==> src/include/btq_consts.svh <==
`ifndef BTQ_CONSTS_SVH
`define BTQ_CONSTS_SVH

// register byte offsets
`define BTQ_OFF_CTRL 8'h00
`define BTQ_OFF_STAT 8'h04
`define BTQ_OFF_C_ADDR 8'h08
`define BTQ_OFF_C_MASK 8'h0c
`define BTQ_OFF_D_ADDR 8'h10
`define BTQ_OFF_D_MASK 8'h14
`define BTQ_OFF_PTR 8'h18
`define BTQ_OFF_SRC 8'h1c
`define BTQ_OFF_DST 8'h20

// control register fields
`define BTQ_CTRL_TRACE_EN 0
`define BTQ_CTRL_SEQ_LO 1
`define BTQ_CTRL_SEQ_HI 2
`define BTQ_CTRL_POST_C 3
`define BTQ_CTRL_POST_D 4
`define BTQ_CTRL_W 5
`define BTQ_CTRL_RST 5'h00

// status register fields
`define BTQ_STAT_FLAG_C 0
`define BTQ_STAT_FLAG_D 1
`define BTQ_STAT_LVL_LSB 2

// pointer register: invalid marker bit
`define BTQ_PTR_INV_BIT 31

// queue depth and pointer width defaults
`define BTQ_DEPTH 4
`define BTQ_PTR_W 8

`endif

==> src/include/btq_pkg.sv <==
package btq_pkg;
	// kind of change of flow reported by the core
	typedef enum logic [1:0] {
		BTQ_COF_BRANCH = 2'b00,
		BTQ_COF_REPEAT = 2'b01,
		BTQ_COF_IRQ = 2'b10
	} btq_cof_kind_t;
endpackage : btq_pkg

==> src/verilog/btq_match.sv <==
`timescale 1ns/10ps
module btq_match (
	input wire logic [31:0] addr_reg_i,
	input wire logic [31:0] mask_reg_i,
	input wire logic post_i,
	input wire logic issue_i,
	input wire logic [31:0] issue_addr_i,
	input wire logic retire_i,
	input wire logic [31:0] retire_addr_i,
	output logic hit_o
);
	logic [31:0] probe;
	logic strobe;

	// pre-execution breaks look at the instruction entering execution,
	// post-execution breaks at the one that just completed
	always_comb begin
		probe = post_i ? retire_addr_i : issue_addr_i;
		strobe = post_i ? retire_i : issue_i;
		// masked bits take no part in the compare
		hit_o = strobe && (((probe ^ addr_reg_i) & ~mask_reg_i) == 32'h0000_0000);
	end
endmodule : btq_match

==> src/verilog/btq_queue.sv <==
`timescale 1ns/10ps
`include "btq_consts.svh"
module btq_queue #(
	parameter int DEPTH = `BTQ_DEPTH,
	parameter int PTR_W = `BTQ_PTR_W
) (
	input wire logic mclk_i,
	input wire logic srst_i,
	input wire logic push_i,
	input wire logic pop_i,
	input wire logic [31:0] src_i,
	input wire logic [31:0] dst_i,
	input wire logic [PTR_W-1:0] ptr_i,
	input wire logic inv_i,
	output logic [31:0] src_o,
	output logic [31:0] dst_o,
	output logic [PTR_W-1:0] ptr_o,
	output logic inv_o,
	output logic [$clog2(DEPTH+1)-1:0] count_o
);
	localparam int CW = $clog2(DEPTH+1);
	localparam logic [CW-1:0] FULL = CW'(DEPTH);

	logic [31:0] src_mem [DEPTH];
	logic [31:0] dst_mem [DEPTH];
	logic [PTR_W-1:0] ptr_mem [DEPTH];
	logic inv_mem [DEPTH];
	logic [CW-1:0] count_reg;

	// entry 0 is the newest record and the head; a push without a pop shifts the rest
	// toward the tail and the tail falls off when full
	genvar i;
	for (i = 0; i < DEPTH; i++) begin : g_ent
		always_ff @(posedge mclk_i) begin
			if (srst_i) begin
				src_mem[i] <= 32'h0000_0000;
				dst_mem[i] <= 32'h0000_0000;
				ptr_mem[i] <= '0;
				inv_mem[i] <= 1'b0;
			end else if (push_i && (i == 0)) begin
				src_mem[i] <= src_i;
				dst_mem[i] <= dst_i;
				ptr_mem[i] <= ptr_i;
				inv_mem[i] <= inv_i;
			end else if (push_i && !pop_i && (i > 0)) begin
				src_mem[i] <= src_mem[(i > 0) ? i-1 : 0];
				dst_mem[i] <= dst_mem[(i > 0) ? i-1 : 0];
				ptr_mem[i] <= ptr_mem[(i > 0) ? i-1 : 0];
				inv_mem[i] <= inv_mem[(i > 0) ? i-1 : 0];
			end else if (pop_i && !push_i) begin
				src_mem[i] <= (i == DEPTH-1) ? 32'h0000_0000 : src_mem[(i < DEPTH-1) ? i+1 : i];
				dst_mem[i] <= (i == DEPTH-1) ? 32'h0000_0000 : dst_mem[(i < DEPTH-1) ? i+1 : i];
				ptr_mem[i] <= (i == DEPTH-1) ? '0 : ptr_mem[(i < DEPTH-1) ? i+1 : i];
				inv_mem[i] <= (i == DEPTH-1) ? 1'b0 : inv_mem[(i < DEPTH-1) ? i+1 : i];
			end
		end
	end

	always_ff @(posedge mclk_i) begin
		if (srst_i) begin
			count_reg <= '0;
		end else if (push_i && !pop_i && (count_reg != FULL)) begin
			count_reg <= count_reg + 1'b1;
		end else if (pop_i && !push_i && (count_reg != '0)) begin
			count_reg <= count_reg - 1'b1;
		end else if (pop_i && push_i && (count_reg == '0)) begin
			count_reg <= CW'(1);
		end
	end

	assign src_o = src_mem[0];
	assign dst_o = dst_mem[0];
	assign ptr_o = ptr_mem[0];
	assign inv_o = inv_mem[0];
	assign count_o = count_reg;

	a_depth_bound: assert property (@(posedge mclk_i) disable iff (srst_i)
		count_reg <= FULL) else $error("queue holds more than its depth");
	a_keep_newest: assert property (@(posedge mclk_i) disable iff (srst_i)
		push_i && !pop_i && count_reg == FULL |=> count_reg == FULL && src_mem[0] == $past(src_i))
		else $error("full queue did not keep newest record");
endmodule : btq_queue

==> src/verilog/btq_top.sv <==
// What this block does
// - trace starts when software sets trace enable
// - one record per branch, loop return, interrupt
// - destination holds first fetch at new target
// - source holds last fetch before flow change
// - pointer gives offset to last executed instruction
// - pre-branch address equals source minus twice pointer
// - delayed branch to 4n+2 stores target, pointer invalid
// - source is 4n aligned except that case
// - loop return points at second-last loop instruction
// - interrupt records handler start and last executed
// - loops of three or fewer leave no record
// - records sit in a four-deep queue
// - trace register reads return the queue head
// - destination read advances the queue by one
// - masked address bits are left out of compare
// - post break after, pre break before instruction
// - sequential mode breaks on C then D only
`timescale 1ns/10ps
`include "btq_consts.svh"
module btq_top #(
	parameter int DEPTH = `BTQ_DEPTH,
	parameter int PTR_W = `BTQ_PTR_W
) (
	input wire logic mclk_i,
	input wire logic srst_i,
	input wire logic psel_i,
	input wire logic penable_i,
	input wire logic pwrite_i,
	input wire logic [7:0] paddr_i,
	input wire logic [31:0] pwdata_i,
	output logic [31:0] prdata_o,
	output logic pready_o,
	output logic pslverr_o,
	input wire logic fetch_i,
	input wire logic [31:0] fetch_addr_i,
	input wire logic cof_i,
	input wire btq_pkg::btq_cof_kind_t cof_kind_i,
	input wire logic cof_delayed_i,
	input wire logic cof_short_loop_i,
	input wire logic [31:0] cof_target_i,
	input wire logic [31:0] cof_exec_addr_i,
	input wire logic issue_i,
	input wire logic [31:0] issue_addr_i,
	input wire logic retire_i,
	input wire logic [31:0] retire_addr_i,
	output logic break_o
);
	import btq_pkg::*;

	localparam int CW = $clog2(DEPTH+1);

	logic [`BTQ_CTRL_W-1:0] ctrl_reg;
	logic [31:0] c_addr_reg;
	logic [31:0] c_mask_reg;
	logic [31:0] d_addr_reg;
	logic [31:0] d_mask_reg;
	logic flag_c_reg;
	logic flag_d_reg;
	logic c_met_reg;
	logic [31:0] prdata_reg;
	logic pready_reg;
	logic pslverr_reg;
	logic break_reg;

	logic [31:0] last_fetch_reg;
	logic pend_reg;
	logic [31:0] src_hold_reg;
	logic [PTR_W-1:0] ptr_hold_reg;
	logic inv_hold_reg;

	logic setup;
	logic done;
	logic wr_done;
	logic rd_dst;
	logic mapped;
	logic [31:0] rd_mux;

	logic trace_en;
	logic seq_cd;
	logic cof_take;
	logic push;
	logic [31:0] src_next;
	logic [31:0] src_in;
	logic [PTR_W-1:0] ptr_next;
	logic [PTR_W-1:0] ptr_in;
	logic inv_next;
	logic inv_in;
	logic [31:0] fetch_aligned;
	logic [31:0] offset;

	logic hit_c;
	logic hit_d;
	logic brk_next;
	logic set_c;
	logic set_d;

	logic [31:0] head_src;
	logic [31:0] head_dst;
	logic [PTR_W-1:0] head_ptr;
	logic head_inv;
	logic [CW-1:0] level;

	// apb slave
	assign setup = psel_i && !penable_i;
	assign done = psel_i && penable_i && pready_reg;
	assign wr_done = done && pwrite_i && !pslverr_reg;
	assign rd_dst = done && !pwrite_i && (paddr_i == `BTQ_OFF_DST);

	always_comb begin
		mapped = 1'b1;
		rd_mux = 32'h0000_0000;
		unique case (paddr_i)
			`BTQ_OFF_CTRL: rd_mux = {{(32-`BTQ_CTRL_W){1'b0}}, ctrl_reg};
			`BTQ_OFF_STAT: rd_mux = {{(30-CW){1'b0}}, level, flag_d_reg, flag_c_reg};
			`BTQ_OFF_C_ADDR: rd_mux = c_addr_reg;
			`BTQ_OFF_C_MASK: rd_mux = c_mask_reg;
			`BTQ_OFF_D_ADDR: rd_mux = d_addr_reg;
			`BTQ_OFF_D_MASK: rd_mux = d_mask_reg;
			// head record fields; invalid marker on top of the pointer
			`BTQ_OFF_PTR: rd_mux = {head_inv, {(31-PTR_W){1'b0}}, head_ptr};
			`BTQ_OFF_SRC: rd_mux = head_src;
			`BTQ_OFF_DST: rd_mux = head_dst;
			default: mapped = 1'b0;
		endcase
	end

	// no wait state: the answer is prepared in the setup cycle
	always_ff @(posedge mclk_i) begin
		if (srst_i) begin
			pready_reg <= 1'b0;
			pslverr_reg <= 1'b0;
			prdata_reg <= 32'h0000_0000;
		end else if (setup) begin
			pready_reg <= 1'b1;
			pslverr_reg <= !mapped;
			prdata_reg <= pwrite_i ? 32'h0000_0000 : rd_mux;
		end else begin
			pready_reg <= 1'b0;
			pslverr_reg <= 1'b0;
		end
	end

	always_ff @(posedge mclk_i) begin
		if (srst_i) begin
			ctrl_reg <= `BTQ_CTRL_RST;
			c_addr_reg <= 32'h0000_0000;
			c_mask_reg <= 32'h0000_0000;
			d_addr_reg <= 32'h0000_0000;
			d_mask_reg <= 32'h0000_0000;
		end else if (wr_done) begin
			unique case (paddr_i)
				`BTQ_OFF_CTRL: ctrl_reg <= pwdata_i[`BTQ_CTRL_W-1:0];
				`BTQ_OFF_C_ADDR: c_addr_reg <= pwdata_i;
				`BTQ_OFF_C_MASK: c_mask_reg <= pwdata_i;
				`BTQ_OFF_D_ADDR: d_addr_reg <= pwdata_i;
				`BTQ_OFF_D_MASK: d_mask_reg <= pwdata_i;
				default: ;
			endcase
		end
	end

	// branch trace capture
	assign trace_en = ctrl_reg[`BTQ_CTRL_TRACE_EN];
	// loops this short issue no fetch at the return, so nothing to record
	assign cof_take = trace_en && cof_i
		&& !(cof_kind_i == BTQ_COF_REPEAT && cof_short_loop_i);
	assign fetch_aligned = {last_fetch_reg[31:2], 2'b00};
	// exec address is the branch itself, the second-last loop
	// instruction, or the last one before an interrupt
	assign offset = fetch_aligned - cof_exec_addr_i;

	always_comb begin
		if (cof_delayed_i && cof_target_i[1]) begin
			src_next = cof_target_i;
			ptr_next = '0;
			inv_next = 1'b1;
		end else begin
			src_next = fetch_aligned;
			ptr_next = offset[PTR_W:1];
			inv_next = 1'b0;
		end
	end

	assign push = fetch_i && (pend_reg || cof_take);
	assign src_in = cof_take ? src_next : src_hold_reg;
	assign ptr_in = cof_take ? ptr_next : ptr_hold_reg;
	assign inv_in = cof_take ? inv_next : inv_hold_reg;

	always_ff @(posedge mclk_i) begin
		if (srst_i) begin
			last_fetch_reg <= 32'h0000_0000;
		end else if (fetch_i) begin
			last_fetch_reg <= fetch_addr_i;
		end
	end

	// a flow change waits here until the first fetch at the target
	always_ff @(posedge mclk_i) begin
		if (srst_i) begin
			pend_reg <= 1'b0;
			src_hold_reg <= 32'h0000_0000;
			ptr_hold_reg <= '0;
			inv_hold_reg <= 1'b0;
		end else begin
			if (cof_take) begin
				src_hold_reg <= src_next;
				ptr_hold_reg <= ptr_next;
				inv_hold_reg <= inv_next;
			end
			if (!trace_en || fetch_i) begin
				pend_reg <= 1'b0;
			end else if (cof_take) begin
				pend_reg <= 1'b1;
			end
		end
	end

	btq_queue #(
		.DEPTH(DEPTH),
		.PTR_W(PTR_W)
	) u_queue (
		.mclk_i(mclk_i),
		.srst_i(srst_i),
		.push_i(push),
		.pop_i(rd_dst),
		.src_i(src_in),
		.dst_i(fetch_addr_i),
		.ptr_i(ptr_in),
		.inv_i(inv_in),
		.src_o(head_src),
		.dst_o(head_dst),
		.ptr_o(head_ptr),
		.inv_o(head_inv),
		.count_o(level)
	);

	// address break channels
	btq_match u_match_c (
		.addr_reg_i(c_addr_reg),
		.mask_reg_i(c_mask_reg),
		.post_i(ctrl_reg[`BTQ_CTRL_POST_C]),
		.issue_i(issue_i),
		.issue_addr_i(issue_addr_i),
		.retire_i(retire_i),
		.retire_addr_i(retire_addr_i),
		.hit_o(hit_c)
	);

	btq_match u_match_d (
		.addr_reg_i(d_addr_reg),
		.mask_reg_i(d_mask_reg),
		.post_i(ctrl_reg[`BTQ_CTRL_POST_D]),
		.issue_i(issue_i),
		.issue_addr_i(issue_addr_i),
		.retire_i(retire_i),
		.retire_addr_i(retire_addr_i),
		.hit_o(hit_d)
	);

	assign seq_cd = ctrl_reg[`BTQ_CTRL_SEQ_LO] && !ctrl_reg[`BTQ_CTRL_SEQ_HI];

	// in sequential mode, simultaneous C and D hits count as C alone unless C already met
	always_comb begin
		if (seq_cd) begin
			brk_next = hit_d && c_met_reg;
			set_c = hit_c && !(hit_d && c_met_reg);
			set_d = hit_d && c_met_reg;
		end else begin
			brk_next = hit_c || hit_d;
			set_c = hit_c;
			set_d = hit_d;
		end
	end

	always_ff @(posedge mclk_i) begin
		if (srst_i || !seq_cd) begin
			c_met_reg <= 1'b0;
		end else if (hit_d && c_met_reg) begin
			c_met_reg <= 1'b0;
		end else if (hit_c) begin
			c_met_reg <= 1'b1;
		end
	end

	// write one to clear; a new hit in the same cycle wins
	always_ff @(posedge mclk_i) begin
		if (srst_i) begin
			flag_c_reg <= 1'b0;
			flag_d_reg <= 1'b0;
		end else begin
			flag_c_reg <= set_c || (flag_c_reg
				&& !(wr_done && paddr_i == `BTQ_OFF_STAT && pwdata_i[`BTQ_STAT_FLAG_C]));
			flag_d_reg <= set_d || (flag_d_reg
				&& !(wr_done && paddr_i == `BTQ_OFF_STAT && pwdata_i[`BTQ_STAT_FLAG_D]));
		end
	end

	always_ff @(posedge mclk_i) begin
		if (srst_i) begin
			break_reg <= 1'b0;
		end else begin
			break_reg <= brk_next;
		end
	end

	assign prdata_o = prdata_reg;
	assign pready_o = pready_reg;
	assign pslverr_o = pslverr_reg;
	assign break_o = break_reg;

	// checks
	a_trace_gate: assert property (@(posedge mclk_i) disable iff (srst_i)
		!trace_en && !pend_reg |-> !push) else $error("record taken while trace off");
	a_dest_value: assert property (@(posedge mclk_i) disable iff (srst_i)
		push |=> head_dst == $past(fetch_addr_i))
		else $error("destination is not the target fetch");
	a_src_align: assert property (@(posedge mclk_i) disable iff (srst_i)
		push && !inv_in |-> src_in[1:0] == 2'b00)
		else $error("source not longword aligned");
	a_delay_target: assert property (@(posedge mclk_i) disable iff (srst_i)
		cof_take && cof_delayed_i && cof_target_i[1] |-> src_next == cof_target_i && inv_next)
		else $error("delayed 4n+2 target not stored as source");
	a_ptr_relation: assert property (@(posedge mclk_i) disable iff (srst_i)
		cof_take && !inv_next |->
			(src_next[PTR_W:0] - {ptr_next, 1'b0}) == {cof_exec_addr_i[PTR_W:1], 1'b0})
		else $error("pointer does not lead back to executed instruction");
	a_short_loop: assert property (@(posedge mclk_i) disable iff (srst_i)
		cof_i && cof_kind_i == BTQ_COF_REPEAT && cof_short_loop_i |-> !cof_take)
		else $error("short loop produced a record");
	a_dst_pops: assert property (@(posedge mclk_i) disable iff (srst_i)
		rd_dst && !push && level != '0 |=> level == $past(level) - 1'b1)
		else $error("destination read did not advance queue");
	a_seq_order: assert property (@(posedge mclk_i) disable iff (srst_i)
		seq_cd && hit_d && !c_met_reg |=> !break_reg)
		else $error("sequential break without channel C first");
	// recomputes the channel C pre-execution compare from the raw inputs
	a_break_timing: assert property (@(posedge mclk_i) disable iff (srst_i)
		!seq_cd && issue_i && !ctrl_reg[`BTQ_CTRL_POST_C]
		&& (((issue_addr_i ^ c_addr_reg) & ~c_mask_reg) == 32'h0000_0000) |=> break_reg)
		else $error("break not raised one cycle after match");
endmodule : btq_top

==> config.mk <==
export PLATFORM = sky130hd
export DESIGN_NAME = btq_top
export DESIGN_NICKNAME = d
export VERILOG_FILES = /design/src/include/btq_pkg.sv /design/src/verilog/btq_match.sv /design/src/verilog/btq_queue.sv /design/src/verilog/btq_top.sv
export VERILOG_INCLUDE_DIRS = /design/src /design/src/include
export SDC_FILE = /design/constraint.sdc
export NUM_CORES = 1
export LEC_CHECK = 0
export ABC_AREA = 0
export BUFFER_PORTS_ARGS = -buffer_cell sky130_fd_sc_hd__buf_4
export CORE_MARGIN = 8
export CORE_UTILIZATION = 60
export DETAILED_ROUTE_END_ITERATION = 10
export GPL_ROUTABILITY_DRIVEN = 1
export PLACE_DENSITY = 0.78
export SKIP_CTS_REPAIR_TIMING = 1
export SYNTH_ARGS = -nofsm -noshare
export SYNTH_HDL_FRONTEND = slang
export SYNTH_HIERARCHICAL = 1
export SYNTH_SLANG_ARGS = --single-unit
==> constraint.sdc <==
create_clock -name mclk_i -period 7.5 [get_ports mclk_i]
set_input_delay 0.375 -clock mclk_i [delete_from_list [all_inputs] [get_ports mclk_i]]
set_output_delay 0.375 -clock mclk_i [all_outputs]
set_load 0.02 [all_outputs]
==> metrics.yaml <==
finClkSkew_ns: 0.0101
crit_chain: "nand2_1 > nor2_4 > nor2_1 > nor2b_1 > nor2b_4 > nor2b_4 > buf_4 > buf_4 > a22o_1"
drv_cap: 0
ys_seq_area_share_pct: 54.6
wl_mm: 77.6
reg.largest.list: "u_queue/dst_mem: 128 flops, u_queue/src_mem: 128 flops"
initial_utilization_pct: 60.3
grtUsageTotal_pct: 31.2
synth_area_sq_um: 25100
clk_path_buf_depth: 3
synth_top_cell_by_area: "edfxtp_1"
hold_viol: 0
dieArea_sq_um: 48600
cp-start-kind: "flip-flop"
gr-max-usage-layer: "met2"
h-tree-depth: 2
endpoint_kind: "flip-flop"
gp_congestion: 0.965
placed_cells: 2827
worstSetupPathType: "flip-flop to flip-flop"
syn2layout_area_growth_pct: 14.2
drt-initial-drc-count: 2588
cp.depth: 9
antenna_found_initial: 5
hpwl_mm: 51.5
post-route-drc-count: 0
num_vias: 19600
slowest_delay_ns: 0.87
slowest_stage: "buf_4"
grt_pass1_wl_mm: 115
crit_fanout: 105
whs_path_depth: 3
p_leak_uw: 0.0104
synth_top_flop_cell: "edfxtp_1"
ir_drop_v: 0.000213
timing.final.crit_period_ns: 4.81
powerDensity_nw_per_um2: 221
io_buffer_count: 224
post-route-period-util_pct: 64.2
crit_arrival_ns: 5.28
drv_slew: 0
cts_sinks: 538
hold_path.class: "primary input to flip-flop"
cts_tree: "built"
wl_per_cell_um: 26.5
cp_num_buf_inv: 2
postSynthAreaPerCell_sq_um: 11.3
async_flop_share_pct: 0
dr.pass1.iters: 9
clk_root_buffer_cell: "clkbuf_16"
use_met2_pct: 46.7
setup_viol: 0
die_height_um: 220
synth_cell_types: 76
synth-edff-count: 292
core_area_sq_um: 41600
crit_family: "simple AND/OR/NAND/NOR gates"
num_rows: 75
reg2reg_depth: 9
outcome: "finished, final reports clean"
n_fill_cell: 3040
postRouteAntennaNets: 0
use_met3_pct: 5.75
viasPerCell: 6.69
clk_pin_slew_worst_paths_ns: 0.06
drive_gt1_share_pct: 18.9
netlist.area_leader.share_pct: 35.0
grt_max_degree: 220
worst_slew_pin_slew_ns: 1.30
netlist_top_cells_area: "edfxtp_1, dfxtp_1, a22o_1, mux2i_1, nand2_1"
clk_latency_ns: 0.61
required_ns: 7.96
dieWidth_um: 220
syn-num-nets: 2435
syn_inst: 2212
final_nets: 2567
final-instance-count-excl-fill: 2931
rsz0062_at_grt: "no"
grt_pass1_vias: 18800
io_pins: 248
fin_setup_tns_ns: 0
ys_ff_latch: 538
fmax_ghz: 0.208
maxSlewHeadroom_pct: 13.2
use_met1_pct: 43.2
globalRouteOverflowTotal: 0
synth_warnings: 6
cts_buffers: 54
[layout by cell type (no fill, tap or decap), types with 19 or more instances in the layout]
| cell type | instances |
|---|---|
| mux2_2 | 19 |
| buf_4 | 255 |
| edfxtp_1 | 292 |
| a21oi_2 | 60 |
| a22oi_1 | 22 |
| a22o_1 | 231 |
| clkbuf_16 | 56 |
| a21oi_1 | 113 |
| mux2i_1 | 152 |
| nand3_1 | 52 |
| nor3_1 | 25 |
| dfxtp_1 | 244 |
| o21ai_0 | 71 |
| and2_1 | 76 |
| xor2_1 | 66 |
| a211oi_1 | 36 |
| nor2_1 | 75 |
| nand2_1 | 228 |
[metrics by stage]
stage	util (%)	hold slack, ns	setup WS [ns]	total power [uW]	area (sq um)
floorplan	-	0.440	1.81	3440	25100
detailed placement	64.5	0.455	2.37	3630	26800
finish	68.8	0.0166	2.69	6330	28600
CTS	68.8	-0.00281	2.78	6350	28600
global placement	64.5	0.448	2.48	3620	26800
global route	68.8	0.0158	2.38	6500	28600
[synth_stat cells (all sizes together) (12+ instances only)]
cell type and count:
a211oi 36, buf 104, a21oi 173, mux2i 152, o21ai 71, nor2b 14
xor2 66, nand3 52, edfxtp 292, nor4 12, dfxtp 246, nand2 231
mux2 19, o2bb2ai 12, a22oi 22, nor2 79, a22o 231, a222oi 13
clkbuf 78, and3 13, and2 77, o22ai 18, inv 13, nor3 27
[routing by layer]
metal,routed length (um),up-vias
met3,8250,189
met2,34600,1179
met1,30600,9591
li1,-,8644
met5,11,-
met4,4100,2
[final timing paths]
check	endpoint	slack, ns	from
min reg2reg	ptr_hold_reg[0]$_SDFF_PP0_	0.47	ptr_hold_reg[0]$_SDFF_PP0_
max	u_queue/src_mem[1][28]$_DFFE_PP_	2.69	ctrl_reg[0]$_SDFFE_PP0P_
min	last_fetch_reg[6]$_SDFFE_PP0P_	0.02	fetch_addr_i[6]
max reg2reg	u_queue/src_mem[1][28]$_DFFE_PP_	2.69	ctrl_reg[0]$_SDFFE_PP0P_
[kinds of logic (layout without fill, tap and decap cells)]
logic type                 count (synthesis)  in the layout  share of synthesized area [%]
muxes                                    173            173                           7.11
buffers and inverters                    195            372                           4.04
DFF                                      538            538                           54.6
adders and majority gates                 10             10                          0.499
AOI/OAI and AO/OA                        658            658                           19.8
other                                      0              3                              0
and+or+nand+nor                          569            569                           11.5
xor gates and xnor gates                  69             69                           2.41
[power by group]
part | switching (uW) | leakage (uW) | total (uW) | internal, uW
Sequential | 48.5 | 0.00500 | 3210 | 3160
Combinational | 223 | 0.00451 | 361 | 138
Clock | 1160 | 0.000887 | 2760 | 1600
[final cells by class]
class | instances | area (sq um) | share of cell area, %
clock inverter | 29 | 278 | 0.971
tap | 539 | 674 | 2.36
clock buffer | 72 | 1520 | 5.32
multi-input combinational | 1479 | 10400 | 36.4
timing repair buffer | 258 | 1970 | 6.88
antenna | 3 | 7.51 | 0.0262
inverter | 13 | 48.8 | 0.171
sequential | 538 | 13700 | 47.9
[tightest hold or removal path: cells and delay by family]
family                 cells  cell delay, ns
buffers and inverters      1            0.09
multiplexers               1            0.06
AND/OR/NAND/NOR            1            0.07
Note: power is estimated with default switching activity, not from simulation.
